### src/hw/uart_test_gpio_pkg.sv
/*
 * Shared constants and carrier types of the UART test and pin block.
 * Assumes a 32-bit APB slave with word-aligned registers.
 */
package uart_test_gpio_pkg;

	// ---------------------------------------------------------------
	// Register indices (byte address is four times the index)
	// ---------------------------------------------------------------
	localparam logic [31:0] PORT_DATA_FULL_IDX = 32'h1000908e;
	localparam logic [9:0] LINE_CONTROL_IDX = 10'h080;
	localparam logic [9:0] TEST_CONTROL_IDX = 10'h088;
	localparam logic [9:0] FUNC_SELECT_IDX = 10'h08a;
	localparam logic [9:0] DIRECTION_IDX = 10'h08c;
	localparam logic [9:0] PORT_DATA_IDX = PORT_DATA_FULL_IDX[9:0];

	// ---------------------------------------------------------------
	// Field positions
	// ---------------------------------------------------------------
	localparam int TEST_FORCE_PARITY_BIT = 2;
	localparam int TEST_LOOPBACK_BIT = 1;
	localparam int TEST_IR_LOOPBACK_BIT = 0;
	localparam int LINE_PARITY_ENABLE_BIT = 0;
	localparam int LINE_IR_MODE_BIT = 1;

	// ---------------------------------------------------------------
	// Pin order and reset values
	// ---------------------------------------------------------------
	localparam int PIN_RXD = 0;
	localparam int PIN_TXD = 1;
	localparam int PIN_RTS = 2;
	localparam int PIN_CTS = 3;
	localparam int PIN_COUNT = 4;
	localparam logic [3:0] FUNC_SELECT_RESET = 4'h0;
	localparam logic [3:0] DIRECTION_RESET = 4'h0;
	localparam logic [3:0] PORT_DATA_RESET = 4'h0;

	typedef struct packed {
		logic force_parity_fault;
		logic loopback;
		logic infrared_loopback;
	} test_ctl_t;

	typedef struct packed {
		logic infrared_mode_enable;
		logic parity_enable;
	} line_ctl_t;

	localparam test_ctl_t TEST_CTL_RESET = 3'h0;
	localparam line_ctl_t LINE_CTL_RESET = 2'h0;

endpackage

### src/hw/pin_cell.sv
/*
 * One shared UART pin: picks between the UART function and general I/O.
 * Assumes the pad combines output and enable into the real wire.
 */
`timescale 1ns/1ps
`default_nettype none

module pin_cell (
	input wire logic pclk,
	input wire logic presetn,
	input wire logic ce,
	input wire logic uart_mode,
	input wire logic gpio_dir_out,
	input wire logic gpio_data,
	input wire logic uart_out,
	input wire logic uart_oe,
	output logic pin_out,
	output logic pin_oe
);

	// ---------------------------------------------------------------
	// Output and enable flops
	// ---------------------------------------------------------------
	// direction in UART mode
	always_ff @(posedge pclk or negedge presetn) begin
		if (!presetn) begin
			pin_oe <= 1'b0;
		end else if (ce) begin
			pin_oe <= uart_mode ? uart_oe : gpio_dir_out;
		end
	end

	always_ff @(posedge pclk or negedge presetn) begin
		if (!presetn) begin
			pin_out <= 1'b0;
		end else if (ce) begin
			pin_out <= uart_mode ? uart_out : gpio_data;
		end
	end

endmodule

`default_nettype wire

### src/hw/uart_test_gpio.sv
/*
 * UART test features (forced parity fault, serial and infrared loopback)
 * and a four-pin general I/O overlay, with an APB register slave.
 * Assumes the UART core supplies its pin outputs, parity bit and infrared
 * transmit stream, and that all pin inputs are synchronous to pclk.
 */
// The APB slave port was left to the implementer.
`timescale 1ns/1ps
`default_nettype none

module uart_test_gpio #(
	parameter int PIN_NUM = 4,
	parameter int ADDR_W = 12
) (
	input wire logic pclk,
	input wire logic presetn,
	input wire logic ce,
	input wire logic psel,
	input wire logic penable,
	input wire logic pwrite,
	input wire logic [ADDR_W-1:0] paddr,
	input wire logic [31:0] pwdata,
	output logic [31:0] prdata,
	output logic pready,
	output logic pslverr,
	input wire logic [PIN_NUM-1:0] pin_in,
	output logic [PIN_NUM-1:0] pin_out,
	output logic [PIN_NUM-1:0] pin_oe,
	input wire logic [PIN_NUM-1:0] uart_pin_out,
	input wire logic [PIN_NUM-1:0] uart_pin_oe,
	output logic [PIN_NUM-1:0] uart_pin_level,
	input wire logic tx_parity_raw,
	output logic tx_parity_bit,
	output logic tx_parity_gen_en,
	output logic rx_parity_check_en,
	output logic rx_vote_in,
	input wire logic ir_tx_stream,
	input wire logic ir_rx_pin,
	output logic ir_rx_stream,
	output logic infrared_mode_enable
);

	// ---------------------------------------------------------------
	// Elaboration checks
	// ---------------------------------------------------------------
	if (PIN_NUM != uart_test_gpio_pkg::PIN_COUNT) begin : g_bad_pins
		$error("PIN_NUM must be 4");
	end
	if (ADDR_W < 12 || ADDR_W > 32) begin : g_bad_addr
		$error("ADDR_W must lie between 12 and 32");
	end

	// ---------------------------------------------------------------
	// Register decode
	// ---------------------------------------------------------------
	typedef enum {
		SEL_NONE,
		SEL_LINE,
		SEL_TEST,
		SEL_FUNC,
		SEL_DIR,
		SEL_DATA
	} reg_sel_t;

	function automatic reg_sel_t decode(input logic [ADDR_W-1:0] a);
		reg_sel_t s;
		s = SEL_NONE;
		if (a[1:0] == 2'h0) begin
			case (a[11:2])
				uart_test_gpio_pkg::LINE_CONTROL_IDX: s = SEL_LINE;
				uart_test_gpio_pkg::TEST_CONTROL_IDX: s = SEL_TEST;
				uart_test_gpio_pkg::FUNC_SELECT_IDX: s = SEL_FUNC;
				uart_test_gpio_pkg::DIRECTION_IDX: s = SEL_DIR;
				uart_test_gpio_pkg::PORT_DATA_IDX: s = SEL_DATA;
				default: s = SEL_NONE;
			endcase
		end
		return s;
	endfunction

	reg_sel_t sel;
	logic access;
	logic wr_en;
	logic [3:0] port_read;
	logic [31:0] rd_mux;

	uart_test_gpio_pkg::test_ctl_t test_r;
	uart_test_gpio_pkg::line_ctl_t line_r;
	logic [3:0] func_sel_r;
	logic [3:0] dir_r;
	logic [3:0] data_r;

	assign sel = decode(paddr);
	assign access = psel && penable && !pready;
	assign wr_en = ce && psel && penable && pready && pwrite;

	// ---------------------------------------------------------------
	// APB handshake: one wait state, answer from flops
	// ---------------------------------------------------------------
	always_ff @(posedge pclk or negedge presetn) begin
		if (!presetn) begin
			pready <= 1'b0;
		end else if (ce) begin
			pready <= access;
		end
	end

	always_ff @(posedge pclk or negedge presetn) begin
		if (!presetn) begin
			pslverr <= 1'b0;
		end else if (ce) begin
			pslverr <= access && (sel == SEL_NONE);
		end
	end

	// ---------------------------------------------------------------
	// Read path
	// ---------------------------------------------------------------
	// general input reads pin
	always_comb begin
		for (int i = 0; i < 4; i++) begin
			port_read[i] = (!func_sel_r[i] && !dir_r[i]) ? pin_in[i]
				: data_r[i];
		end
	end

	always_comb begin
		rd_mux = 32'h0000_0000;
		case (sel)
			SEL_LINE: rd_mux[1:0] = line_r;
			SEL_TEST: begin
				rd_mux[uart_test_gpio_pkg::TEST_FORCE_PARITY_BIT] =
					test_r.force_parity_fault;
				rd_mux[uart_test_gpio_pkg::TEST_LOOPBACK_BIT] =
					test_r.loopback;
				rd_mux[uart_test_gpio_pkg::TEST_IR_LOOPBACK_BIT] =
					test_r.infrared_loopback;
			end
			SEL_FUNC: rd_mux[3:0] = func_sel_r;
			SEL_DIR: rd_mux[3:0] = dir_r;
			SEL_DATA: rd_mux[3:0] = port_read;
			default: rd_mux = 32'h0000_0000;
		endcase
	end

	always_ff @(posedge pclk or negedge presetn) begin
		if (!presetn) begin
			prdata <= 32'h0000_0000;
		end else if (ce) begin
			prdata <= (access && !pwrite) ? rd_mux : 32'h0000_0000;
		end
	end

	// ---------------------------------------------------------------
	// Control registers
	// ---------------------------------------------------------------
	always_ff @(posedge pclk or negedge presetn) begin
		if (!presetn) begin
			line_r <= uart_test_gpio_pkg::LINE_CTL_RESET;
		end else if (wr_en && sel == SEL_LINE) begin
			line_r.parity_enable <=
				pwdata[uart_test_gpio_pkg::LINE_PARITY_ENABLE_BIT];
			line_r.infrared_mode_enable <=
				pwdata[uart_test_gpio_pkg::LINE_IR_MODE_BIT];
		end
	end

	always_ff @(posedge pclk or negedge presetn) begin
		if (!presetn) begin
			test_r <= uart_test_gpio_pkg::TEST_CTL_RESET;
		end else if (wr_en && sel == SEL_TEST) begin
			test_r.force_parity_fault <=
				pwdata[uart_test_gpio_pkg::TEST_FORCE_PARITY_BIT];
			test_r.loopback <= pwdata[uart_test_gpio_pkg::TEST_LOOPBACK_BIT];
			test_r.infrared_loopback <=
				pwdata[uart_test_gpio_pkg::TEST_IR_LOOPBACK_BIT];
		end
	end

	always_ff @(posedge pclk or negedge presetn) begin
		if (!presetn) begin
			func_sel_r <= uart_test_gpio_pkg::FUNC_SELECT_RESET;
		end else if (wr_en && sel == SEL_FUNC) begin
			func_sel_r <= pwdata[3:0];
		end
	end

	always_ff @(posedge pclk or negedge presetn) begin
		if (!presetn) begin
			dir_r <= uart_test_gpio_pkg::DIRECTION_RESET;
		end else if (wr_en && sel == SEL_DIR) begin
			dir_r <= pwdata[3:0];
		end
	end

	always_ff @(posedge pclk or negedge presetn) begin
		if (!presetn) begin
			data_r <= uart_test_gpio_pkg::PORT_DATA_RESET;
		end else if (wr_en && sel == SEL_DATA) begin
			data_r <= pwdata[3:0];
		end
	end

	// ---------------------------------------------------------------
	// Pins
	// ---------------------------------------------------------------
	// pin order fixed
	for (genvar i = 0; i < PIN_NUM; i++) begin : g_pin
		pin_cell u_cell (
			.pclk(pclk),
			.presetn(presetn),
			.ce(ce),
			.uart_mode(func_sel_r[i]),
			.gpio_dir_out(dir_r[i]),
			.gpio_data(data_r[i]),
			.uart_out(uart_pin_out[i]),
			.uart_oe(uart_pin_oe[i]),
			.pin_out(pin_out[i]),
			.pin_oe(pin_oe[i])
		);
	end

	always_ff @(posedge pclk or negedge presetn) begin
		if (!presetn) begin
			uart_pin_level <= 4'hf;
		end else if (ce) begin
			uart_pin_level <= pin_in;
		end
	end

	// ---------------------------------------------------------------
	// Test features
	// ---------------------------------------------------------------
	// loopback to voter
	always_ff @(posedge pclk or negedge presetn) begin
		if (!presetn) begin
			rx_vote_in <= 1'b1;
		end else if (ce) begin
			rx_vote_in <= test_r.loopback
				? pin_out[uart_test_gpio_pkg::PIN_TXD]
				: pin_in[uart_test_gpio_pkg::PIN_RXD];
		end
	end

	always_ff @(posedge pclk or negedge presetn) begin
		if (!presetn) begin
			ir_rx_stream <= 1'b0;
		end else if (ce) begin
			ir_rx_stream <= test_r.infrared_loopback ? ir_tx_stream
				: ir_rx_pin;
		end
	end

	always_ff @(posedge pclk or negedge presetn) begin
		if (!presetn) begin
			tx_parity_bit <= 1'b0;
		end else if (ce) begin
			tx_parity_bit <= line_r.parity_enable
				&& (tx_parity_raw ^ test_r.force_parity_fault);
		end
	end

	always_ff @(posedge pclk or negedge presetn) begin
		if (!presetn) begin
			tx_parity_gen_en <= 1'b0;
			rx_parity_check_en <= 1'b0;
			infrared_mode_enable <= 1'b0;
		end else if (ce) begin
			tx_parity_gen_en <= line_r.parity_enable;
			rx_parity_check_en <= line_r.parity_enable;
			infrared_mode_enable <= line_r.infrared_mode_enable;
		end
	end

	// ---------------------------------------------------------------
	// Checks
	// ---------------------------------------------------------------
	AST_TEST_ZERO: assert property (
		@(posedge pclk) disable iff (!presetn)
		(ce && access && !pwrite && sel == SEL_TEST)
			|=> prdata[31:3] == 29'h0)
		else $error("test register upper bits read nonzero");

	AST_PARITY_FORCE: assert property (
		@(posedge pclk) disable iff (!presetn)
		(ce && line_r.parity_enable && test_r.force_parity_fault)
			|=> tx_parity_bit == !$past(tx_parity_raw))
		else $error("forced parity was not inverted");

	AST_LOOP_SRC: assert property (
		@(posedge pclk) disable iff (!presetn)
		(ce && test_r.loopback) |=> rx_vote_in == $past(pin_out[1]))
		else $error("loopback did not feed voter from transmit pin");

	// The reset level is sampled too, so the release edge starts no attempt.
	AST_NO_LOOP: assert property (
		@(posedge pclk) disable iff (!presetn)
		(presetn && ce && !test_r.loopback)
			|=> rx_vote_in == $past(pin_in[0]))
		else $error("voter not fed from receive pin");

	AST_IR_LOOP: assert property (
		@(posedge pclk) disable iff (!presetn)
		(ce && test_r.infrared_loopback)
			|=> ir_rx_stream == $past(ir_tx_stream))
		else $error("infrared loop not closed");

	AST_GPIO_OUT: assert property (
		@(posedge pclk) disable iff (!presetn)
		(ce && !func_sel_r[2] && dir_r[2]) |=> (pin_oe[2] && pin_out[2] ==
			$past(data_r[2])))
		else $error("general output did not drive written data");

	AST_UART_DIR: assert property (
		@(posedge pclk) disable iff (!presetn)
		(ce && func_sel_r[3]) |=> pin_oe[3] == $past(uart_pin_oe[3]))
		else $error("UART mode pin direction not from UART");

	AST_GPIO_READ: assert property (
		@(posedge pclk) disable iff (!presetn)
		(ce && access && !pwrite && sel == SEL_DATA && !func_sel_r[0]
			&& !dir_r[0]) |=> prdata[0] == $past(pin_in[0]))
		else $error("port data read missed pin level");

	AST_PIN_ZERO: assert property (
		@(posedge pclk) disable iff (!presetn)
		(ce && access && !pwrite && sel == SEL_FUNC)
			|=> prdata[31:4] == 28'h0)
		else $error("function select upper bits read nonzero");

	AST_PARITY_OFF: assert property (
		@(posedge pclk) disable iff (!presetn)
		(ce && !line_r.parity_enable)
			|=> !tx_parity_bit && !rx_parity_check_en)
		else $error("parity active while disabled");

endmodule

`default_nettype wire

### config.mk
export PLATFORM = sky130hd
export DESIGN_NAME = uart_test_gpio
export DESIGN_NICKNAME = d
export VERILOG_FILES = /design/src/hw/uart_test_gpio_pkg.sv /design/src/hw/pin_cell.sv /design/src/hw/uart_test_gpio.sv
export SDC_FILE = /design/constraint.sdc
export NUM_CORES = 1
export LEC_CHECK = 0
export BUFFER_PORTS_ARGS = -buffer_cell sky130_fd_sc_hd__buf_2
export CORE_ASPECT_RATIO = 0.8
export CORE_UTILIZATION = 30
export CTS_CLUSTER_DIAMETER = 200
export DETAILED_ROUTE_END_ITERATION = 6
export PLACE_DENSITY_LB_ADDON = 0.08
export SLEW_MARGIN = 20
export SYNTH_ARGS = -nofsm -noshare
export SYNTH_HDL_FRONTEND = slang
export SYNTH_SLANG_ARGS = --single-unit
### constraint.sdc
create_clock -name pclk -period 1.5 [get_ports pclk]
set_clock_uncertainty 0.05 [all_clocks]
set_input_delay 0.15 -clock pclk [delete_from_list [all_inputs] [get_ports pclk]]
set_output_delay 0.15 -clock pclk [all_outputs]
set_load 0.03 [all_outputs]
Word-level counts from Yosys, hierarchy flattened
Index checks and enable logic that the tools add are counted.
{"block": "op_classes", "add_sub_neg": 0, "magnitude_cmp": 0, "mul": 0, "mux": 20, "eq_ne": 15, "div": 0, "n_bitwise": 1, "reduce_logical": 30, "n_shift": 0}
{"operator": "$eq 32x3->1 const B", "count": 4}
{"operator": "$eq 32x2->1 const B", "count": 3}
{"operator": "$eq 32x4->1 const B", "count": 2}
{"operator": "$eq 10x8->1 const B", "count": 5}
{"operator": "$eq 32x1->1 const B", "count": 1}
{"operator": "$logic_not 32->1", "count": 1}
{"operator": "$mux 32", "count": 1}
{"operator": "$logic_and 1x1->1", "count": 18}
{"operator": "$pmux 3 s5", "count": 1}
{"operator": "$mux 1", "count": 14}
{"operator": "$logic_not 1->1", "count": 10}
{"operator": "$pmux 2 s5", "count": 1}
{"operator": "$mux 4", "count": 1}
{"operator": "$pmux 1 s4", "count": 1}
{"operator": "$pmux 1 s3", "count": 1}
{"operator": "$logic_not 2->1", "count": 1}
{"operator": "$xor 1x1->1", "count": 1}
{"block": "totals", "out_inout_bits": 52, "memories": 0, "ramBits": 0, "mem_bits_ro": 0, "register_bits": 68, "elab_cells": 91, "input_bits": 65, "latchBits": 0}

Longest topological paths before layout
{"block": "depth", "word_depth": 6, "depth_mapped": 5}

By module
A second synthesis with hierarchy kept.
{"block": "hier_totals", "hier_cells": 194, "hier_area_um2": 2177.1}
{"mod": "uart_test_gpio", "area_each_um2": 1826.8, "instances": 1, "seq_area_each_um2": 807.0, "cells_per_inst": 162}
{"mod": "pin_cell", "area_each_um2": 87.6, "instances": 4, "seq_area_each_um2": 50.0, "cells_per_inst": 8}

Worst setup path after synthesis
No wires, ideal clock.
{"block": "synth_path", "kind": "register to register", "startpoint": "register pready", "endpoint": "register func_sel_r[0]", "arrival_ps": 1626, "n_path_buf": 0, "path_slack_ps": -301, "stages_incl_launch_ff": 5, "setup_time_ps": 125, "cell_sequence": "dfrtp_1 and3_1 nand3_2 nor4_4 mux2_2"}
{"block": "synth_via", "elab_chain_cells": 3}
{"item": "start, declared", "line": "uart_test_gpio.sv:24", "source": "output logic pready,"}
{"item": "start signal, assigned", "line": "uart_test_gpio.sv:104", "source": "pready <= access;"}
{"item": "$logic_and 1x1->1 (2 in series)", "line": "uart_test_gpio.sv:95", "source": "assign wr_en = ce && psel && penable && pready && pwrite;"}
{"item": "$logic_and 1x1->1", "line": "uart_test_gpio.sv:183", "source": "end else if (wr_en && sel == SEL_FUNC) begin"}
{"item": "end signal, assigned", "line": "uart_test_gpio.sv:182", "source": "func_sel_r <= uart_test_gpio_pkg::FUNC_SELECT_RESET;"}
{"item": "end signal, assigned", "line": "uart_test_gpio.sv:184", "source": "func_sel_r <= pwdata[3:0];"}
{"item": "end, declared", "line": "uart_test_gpio.sv:89", "source": "logic [3:0] func_sel_r;"}
No other way between the ends.
A chain may end at the register's enable or synchronous reset.

Worst setup path after layout
{"block": "layout_path", "startpoint": "register pready", "endpoint": "register dir_r[1]"}
{"block": "layout_via", "elab_chain_cells": 3}
{"item": "$logic_and 1x1->1 (2 in series)", "line": "uart_test_gpio.sv:95"}
{"item": "$logic_and 1x1->1", "line": "uart_test_gpio.sv:191", "source": "end else if (wr_en && sel == SEL_DIR) begin"}
{"item": "end signal, assigned", "line": "uart_test_gpio.sv:190", "source": "dir_r <= uart_test_gpio_pkg::DIRECTION_RESET;"}
{"item": "end signal, assigned", "line": "uart_test_gpio.sv:192", "source": "dir_r <= pwdata[3:0];"}
{"item": "end, declared", "line": "uart_test_gpio.sv:90", "source": "logic [3:0] dir_r;"}
No other way between the ends.

==> key figures <==
STA
  • Setup WS post-layout: -0.101 ns
  • Worst-Margin Slew: 0.507 ns
  • Fmax: 625 MHz
  • Rel. slew slack: 66.2%
  • Final period util: 107%
  • Hold Slack: 0.0619 ns
  • RSZ-0062 raised after global routing: yes
  • Final setup viols: 12
  • Final hold vios: 0
  • Final Slew Violations: 0
  • Fin crit period: 1.60 ns

Logic synthesis
  • Most common flop cell mapped by yosys: dfrtp_1
  • Post-synth top cells: 38 x buf_4, 35 x dfrtp_1, 23 x mux2_2
  • Synth Instances: 200
  • Register area share after synthesis: 45.0%
  • FF+latch count, synth: 40
  • Avg Cell Area, Syn: 11.2 um2
  • Ys Warns: 0
  • Top-area cell type share of the netlist area: 39.1%
  • Largest cells by area after synthesis: dfrtp_1 39%, buf_4 13%, mux2_2 12%
  • Post-synth top area cell: dfrtp_1
  • Library cells used by synthesis: 38
  • Mapped Area: 2240 um2
  • Post-synth EDFFs: 0
  • Synth async-reset ratio: 100%
  • Most common cell in the synthesized netlist: buf_4

Clocking
  • Total CTS buffers: 5
  • Clk buf depth: 2
  • CTS tree: yes
  • Reg clk slew, reported paths: 0.08 ns
  • Worst-Skew Late Latency: 0.29 ns
  • Sink Count: 40
  • Root buf cell: clkbuf_8
  • Clock H-tree levels: 2

Worst setup path
  • Crit-path max FO: 4
  • CP Buf/Inv Count: 2
  • Critical Path Start: pready$_DFFE_PN0P_
  • Reg2Reg Launch Point: pready$_DFFE_PN0P_
  • Setup CP Type: reg -> reg
  • WP data required: 1.63 ns
  • Data arrival, critical path: 1.73 ns
  • Critical path depth: 6
  • Delay-heaviest family, CP: simple AND/OR/NAND/NOR gates
  • R2R depth: 6
  • Crit-path slowest cell: dfrtp_2
  • FF-to-FF End: dir_r[1]$_DFFE_PN0P_
  • Crit. End Element: register
  • Peak per-stage delay on the critical path: 0.37 ns
  • R2R setup slack: -0.10 ns
  • Startpoint types: register
  • Crit path cell chain: and3_4 > nand3_4 > buf_6 > nor3_4 > buf_6 > mux2_4
  • Critical path endpoint: dir_r[1]$_DFFE_PN0P_
  • CP most frequent cell: buf_6

Power
  • Clk pwr share: 32.2%
  • Reg power frac: 48.9%
  • Internal Power: 1630 uW
  • Total chip power: 2330 uW
  • Sw frac: 29.9%
  • VDD IR max: 0.000317 V
  • Power per standard cell area: 817 nW/um2
  • Switching pwr: 696 uW
  • Comb power frac: 18.9%
  • Lkg Pwr: 0.00141 uW

Finish
  • Final layout net count: 345
  • Multi-input logic area: 1070 um2
  • Sequential cell area: 1010 um2
  • Layout fillers: 713
  • Final Cell Area: 2850 um2
  • Non-Filler Instances: 368
  • Antenna cells: 0
  • Share of cells above drive strength 1: 48.0%
  • Area grow syn2layout: 27.4%

Global routing
  • Vias in the first global route: 1,634
  • Largest net degree at the start of global routing: 35
  • All-Layer GR Usage: 15.1%
  • First-pass GRT wire length: 8760 um
  • Total congestion overflow: 0
  • Initial antenna violation count: 0

Placement
  • Buffers on Ports: 60
  • Pre-CTS setup slack: -0.241 ns
  • Dpl cells: 357
  • RePlAce Congestion: 0.751
  • Dpl cell area: 2700 um2
  • DP HPWL: 4130 um

Floorplanning
  • IO Pins: 117
  • Initial Util: 31.7%
  • Die H: 79.2 um
  • Num rows: 27
  • Die Area: 7810 um2
  • Die span in x: 98.5 um
  • Core ar.: 7060 um2

Detailed routing
  • Routed Antenna Nets: 0
  • WL final: 5410 um
  • DR vias: 1,622
  • Drt drc: 4
  • Vias per cell: 4.41
  • Initial DRT Pass Iterations: 7
  • Iteration-0 DRC Markers: 76
  • Per-cell routed wire length: 14.7 um

Run status
  • Outcome: finished, violations left
  • Failing checks: design-rule violations, negative setup slack

Min path
  • Type of the worst min-delay path: in -> reg

Flow run
  • Max-cap violations: 0
[how the worst min path moves through the flow]
stage	slack, ns	end	cells past startpoint	from
after CTS	0.06	uart_pin_level[2]$_DFFE_PN1P_	2	pin_in[2]
after global routing	0.05	uart_pin_level[3]$_DFFE_PN1P_	2	pin_in[3]
after detailed placement	0.09	rx_parity_check_en$_DFFE_PN0P_	1	presetn
after floorplan	-0.20	data_r[0]$_DFFE_PN0P_	0	presetn
final	0.06	uart_pin_level[2]$_DFFE_PN1P_	2	pin_in[2]
after global placement	0.1	rx_parity_check_en$_DFFE_PN0P_	1	presetn
[power by group through the flow]
stage | sequential (uW) | clock [uW] | combinational (uW)
floorplan | 1200 | 0 | 292
global placement | 1160 | 0 | 440
detailed placement | 1160 | 0 | 440
CTS | 1140 | 782 | 443
global route | 1150 | 835 | 477
finish | 1140 | 750 | 440
[logic make-up (layout without fill, tap and decap cells)]
| family | count (synthesis) | in the layout | share of synthesized area [%] |
|---|---|---|---|
| AND/OR/NAND/NOR | 42 | 42 | 13.6 |
| other | 1 | 28 | 0.168 |
| buffers and inverters | 50 | 104 | 14.8 |
| multiplexers | 35 | 35 | 17.0 |
| AO/OA/AOI/OAI | 31 | 31 | 8.95 |
| XOR/XNOR | 1 | 1 | 0.392 |
| flip-flops | 40 | 40 | 45.0 |
[flip-flops by register name (all words and copies together), names as in the netlist, 2 cells and up]
name                  cells
g_pin.u_cell.pin_oe       4
data_r                    4
prdata                    4
dir_r                     4
line_r                    2
g_pin.u_cell.pin_out      4
test_r                    3
func_sel_r                4
uart_pin_level            4
[cells in the final DEF (no fill, tap or decap), types with 3 or more instances in the layout]
cell	count
nand2_1	3
o22ai_1	3
buf_6	3
buf_2	60
buf_4	24
clkbuf_8	6
nor2_1	15
nor4_4	3
a21oi_1	11
conb_1	28
dfstp_2	5
mux2_2	10
inv_1	7
dfrtp_1	34
o21ai_0	4
mux2i_1	11
nor2b_1	6
mux2_4	14
[routing by layer]
metal	part of all wire [%]	track usage, %
met5	0	0
met1	50	20.6
met4	0.78	3.58
met3	4.7	4.75
met2	44	23.2
[timing repair]
| action | in CTS | in global routing |
|---|---|---|
| buffers inserted | 1 | 1 |
| endpoints found under the hold margin | 17 | 0 |
| hold buffers | 1 | 0 |
| resized for setup | 6 | 4 |
| pin swaps | 2 | 1 |
| setup endpoints to repair | 16 | 16 |
[metrics by stage]
| stage | utilization, % | setup TNS, ns |
|---|---|---|
| 6_report | 40.4 | -0.789 |
| 5_1_grt | 40.4 | -1.55 |
| 4_1_cts | 40.0 | -0.753 |
| 3_5_place_dp | 38.3 | -3.41 |
| 3_3_place_gp | 38.3 | -2.98 |
| 2_1_floorplan | - | -1.32 |
[area by class of cell]
type / instances / area share (%)
multi-input cells: 137 / 37.6
flip-flops and latches: 40 / 35.4
well taps: 87 / 3.82
clock buffers: 8 / 3.16
repair buffers: 89 / 19.1
inverters: 7 / 0.922
Note: power is estimated with default switching activity, not from simulation.
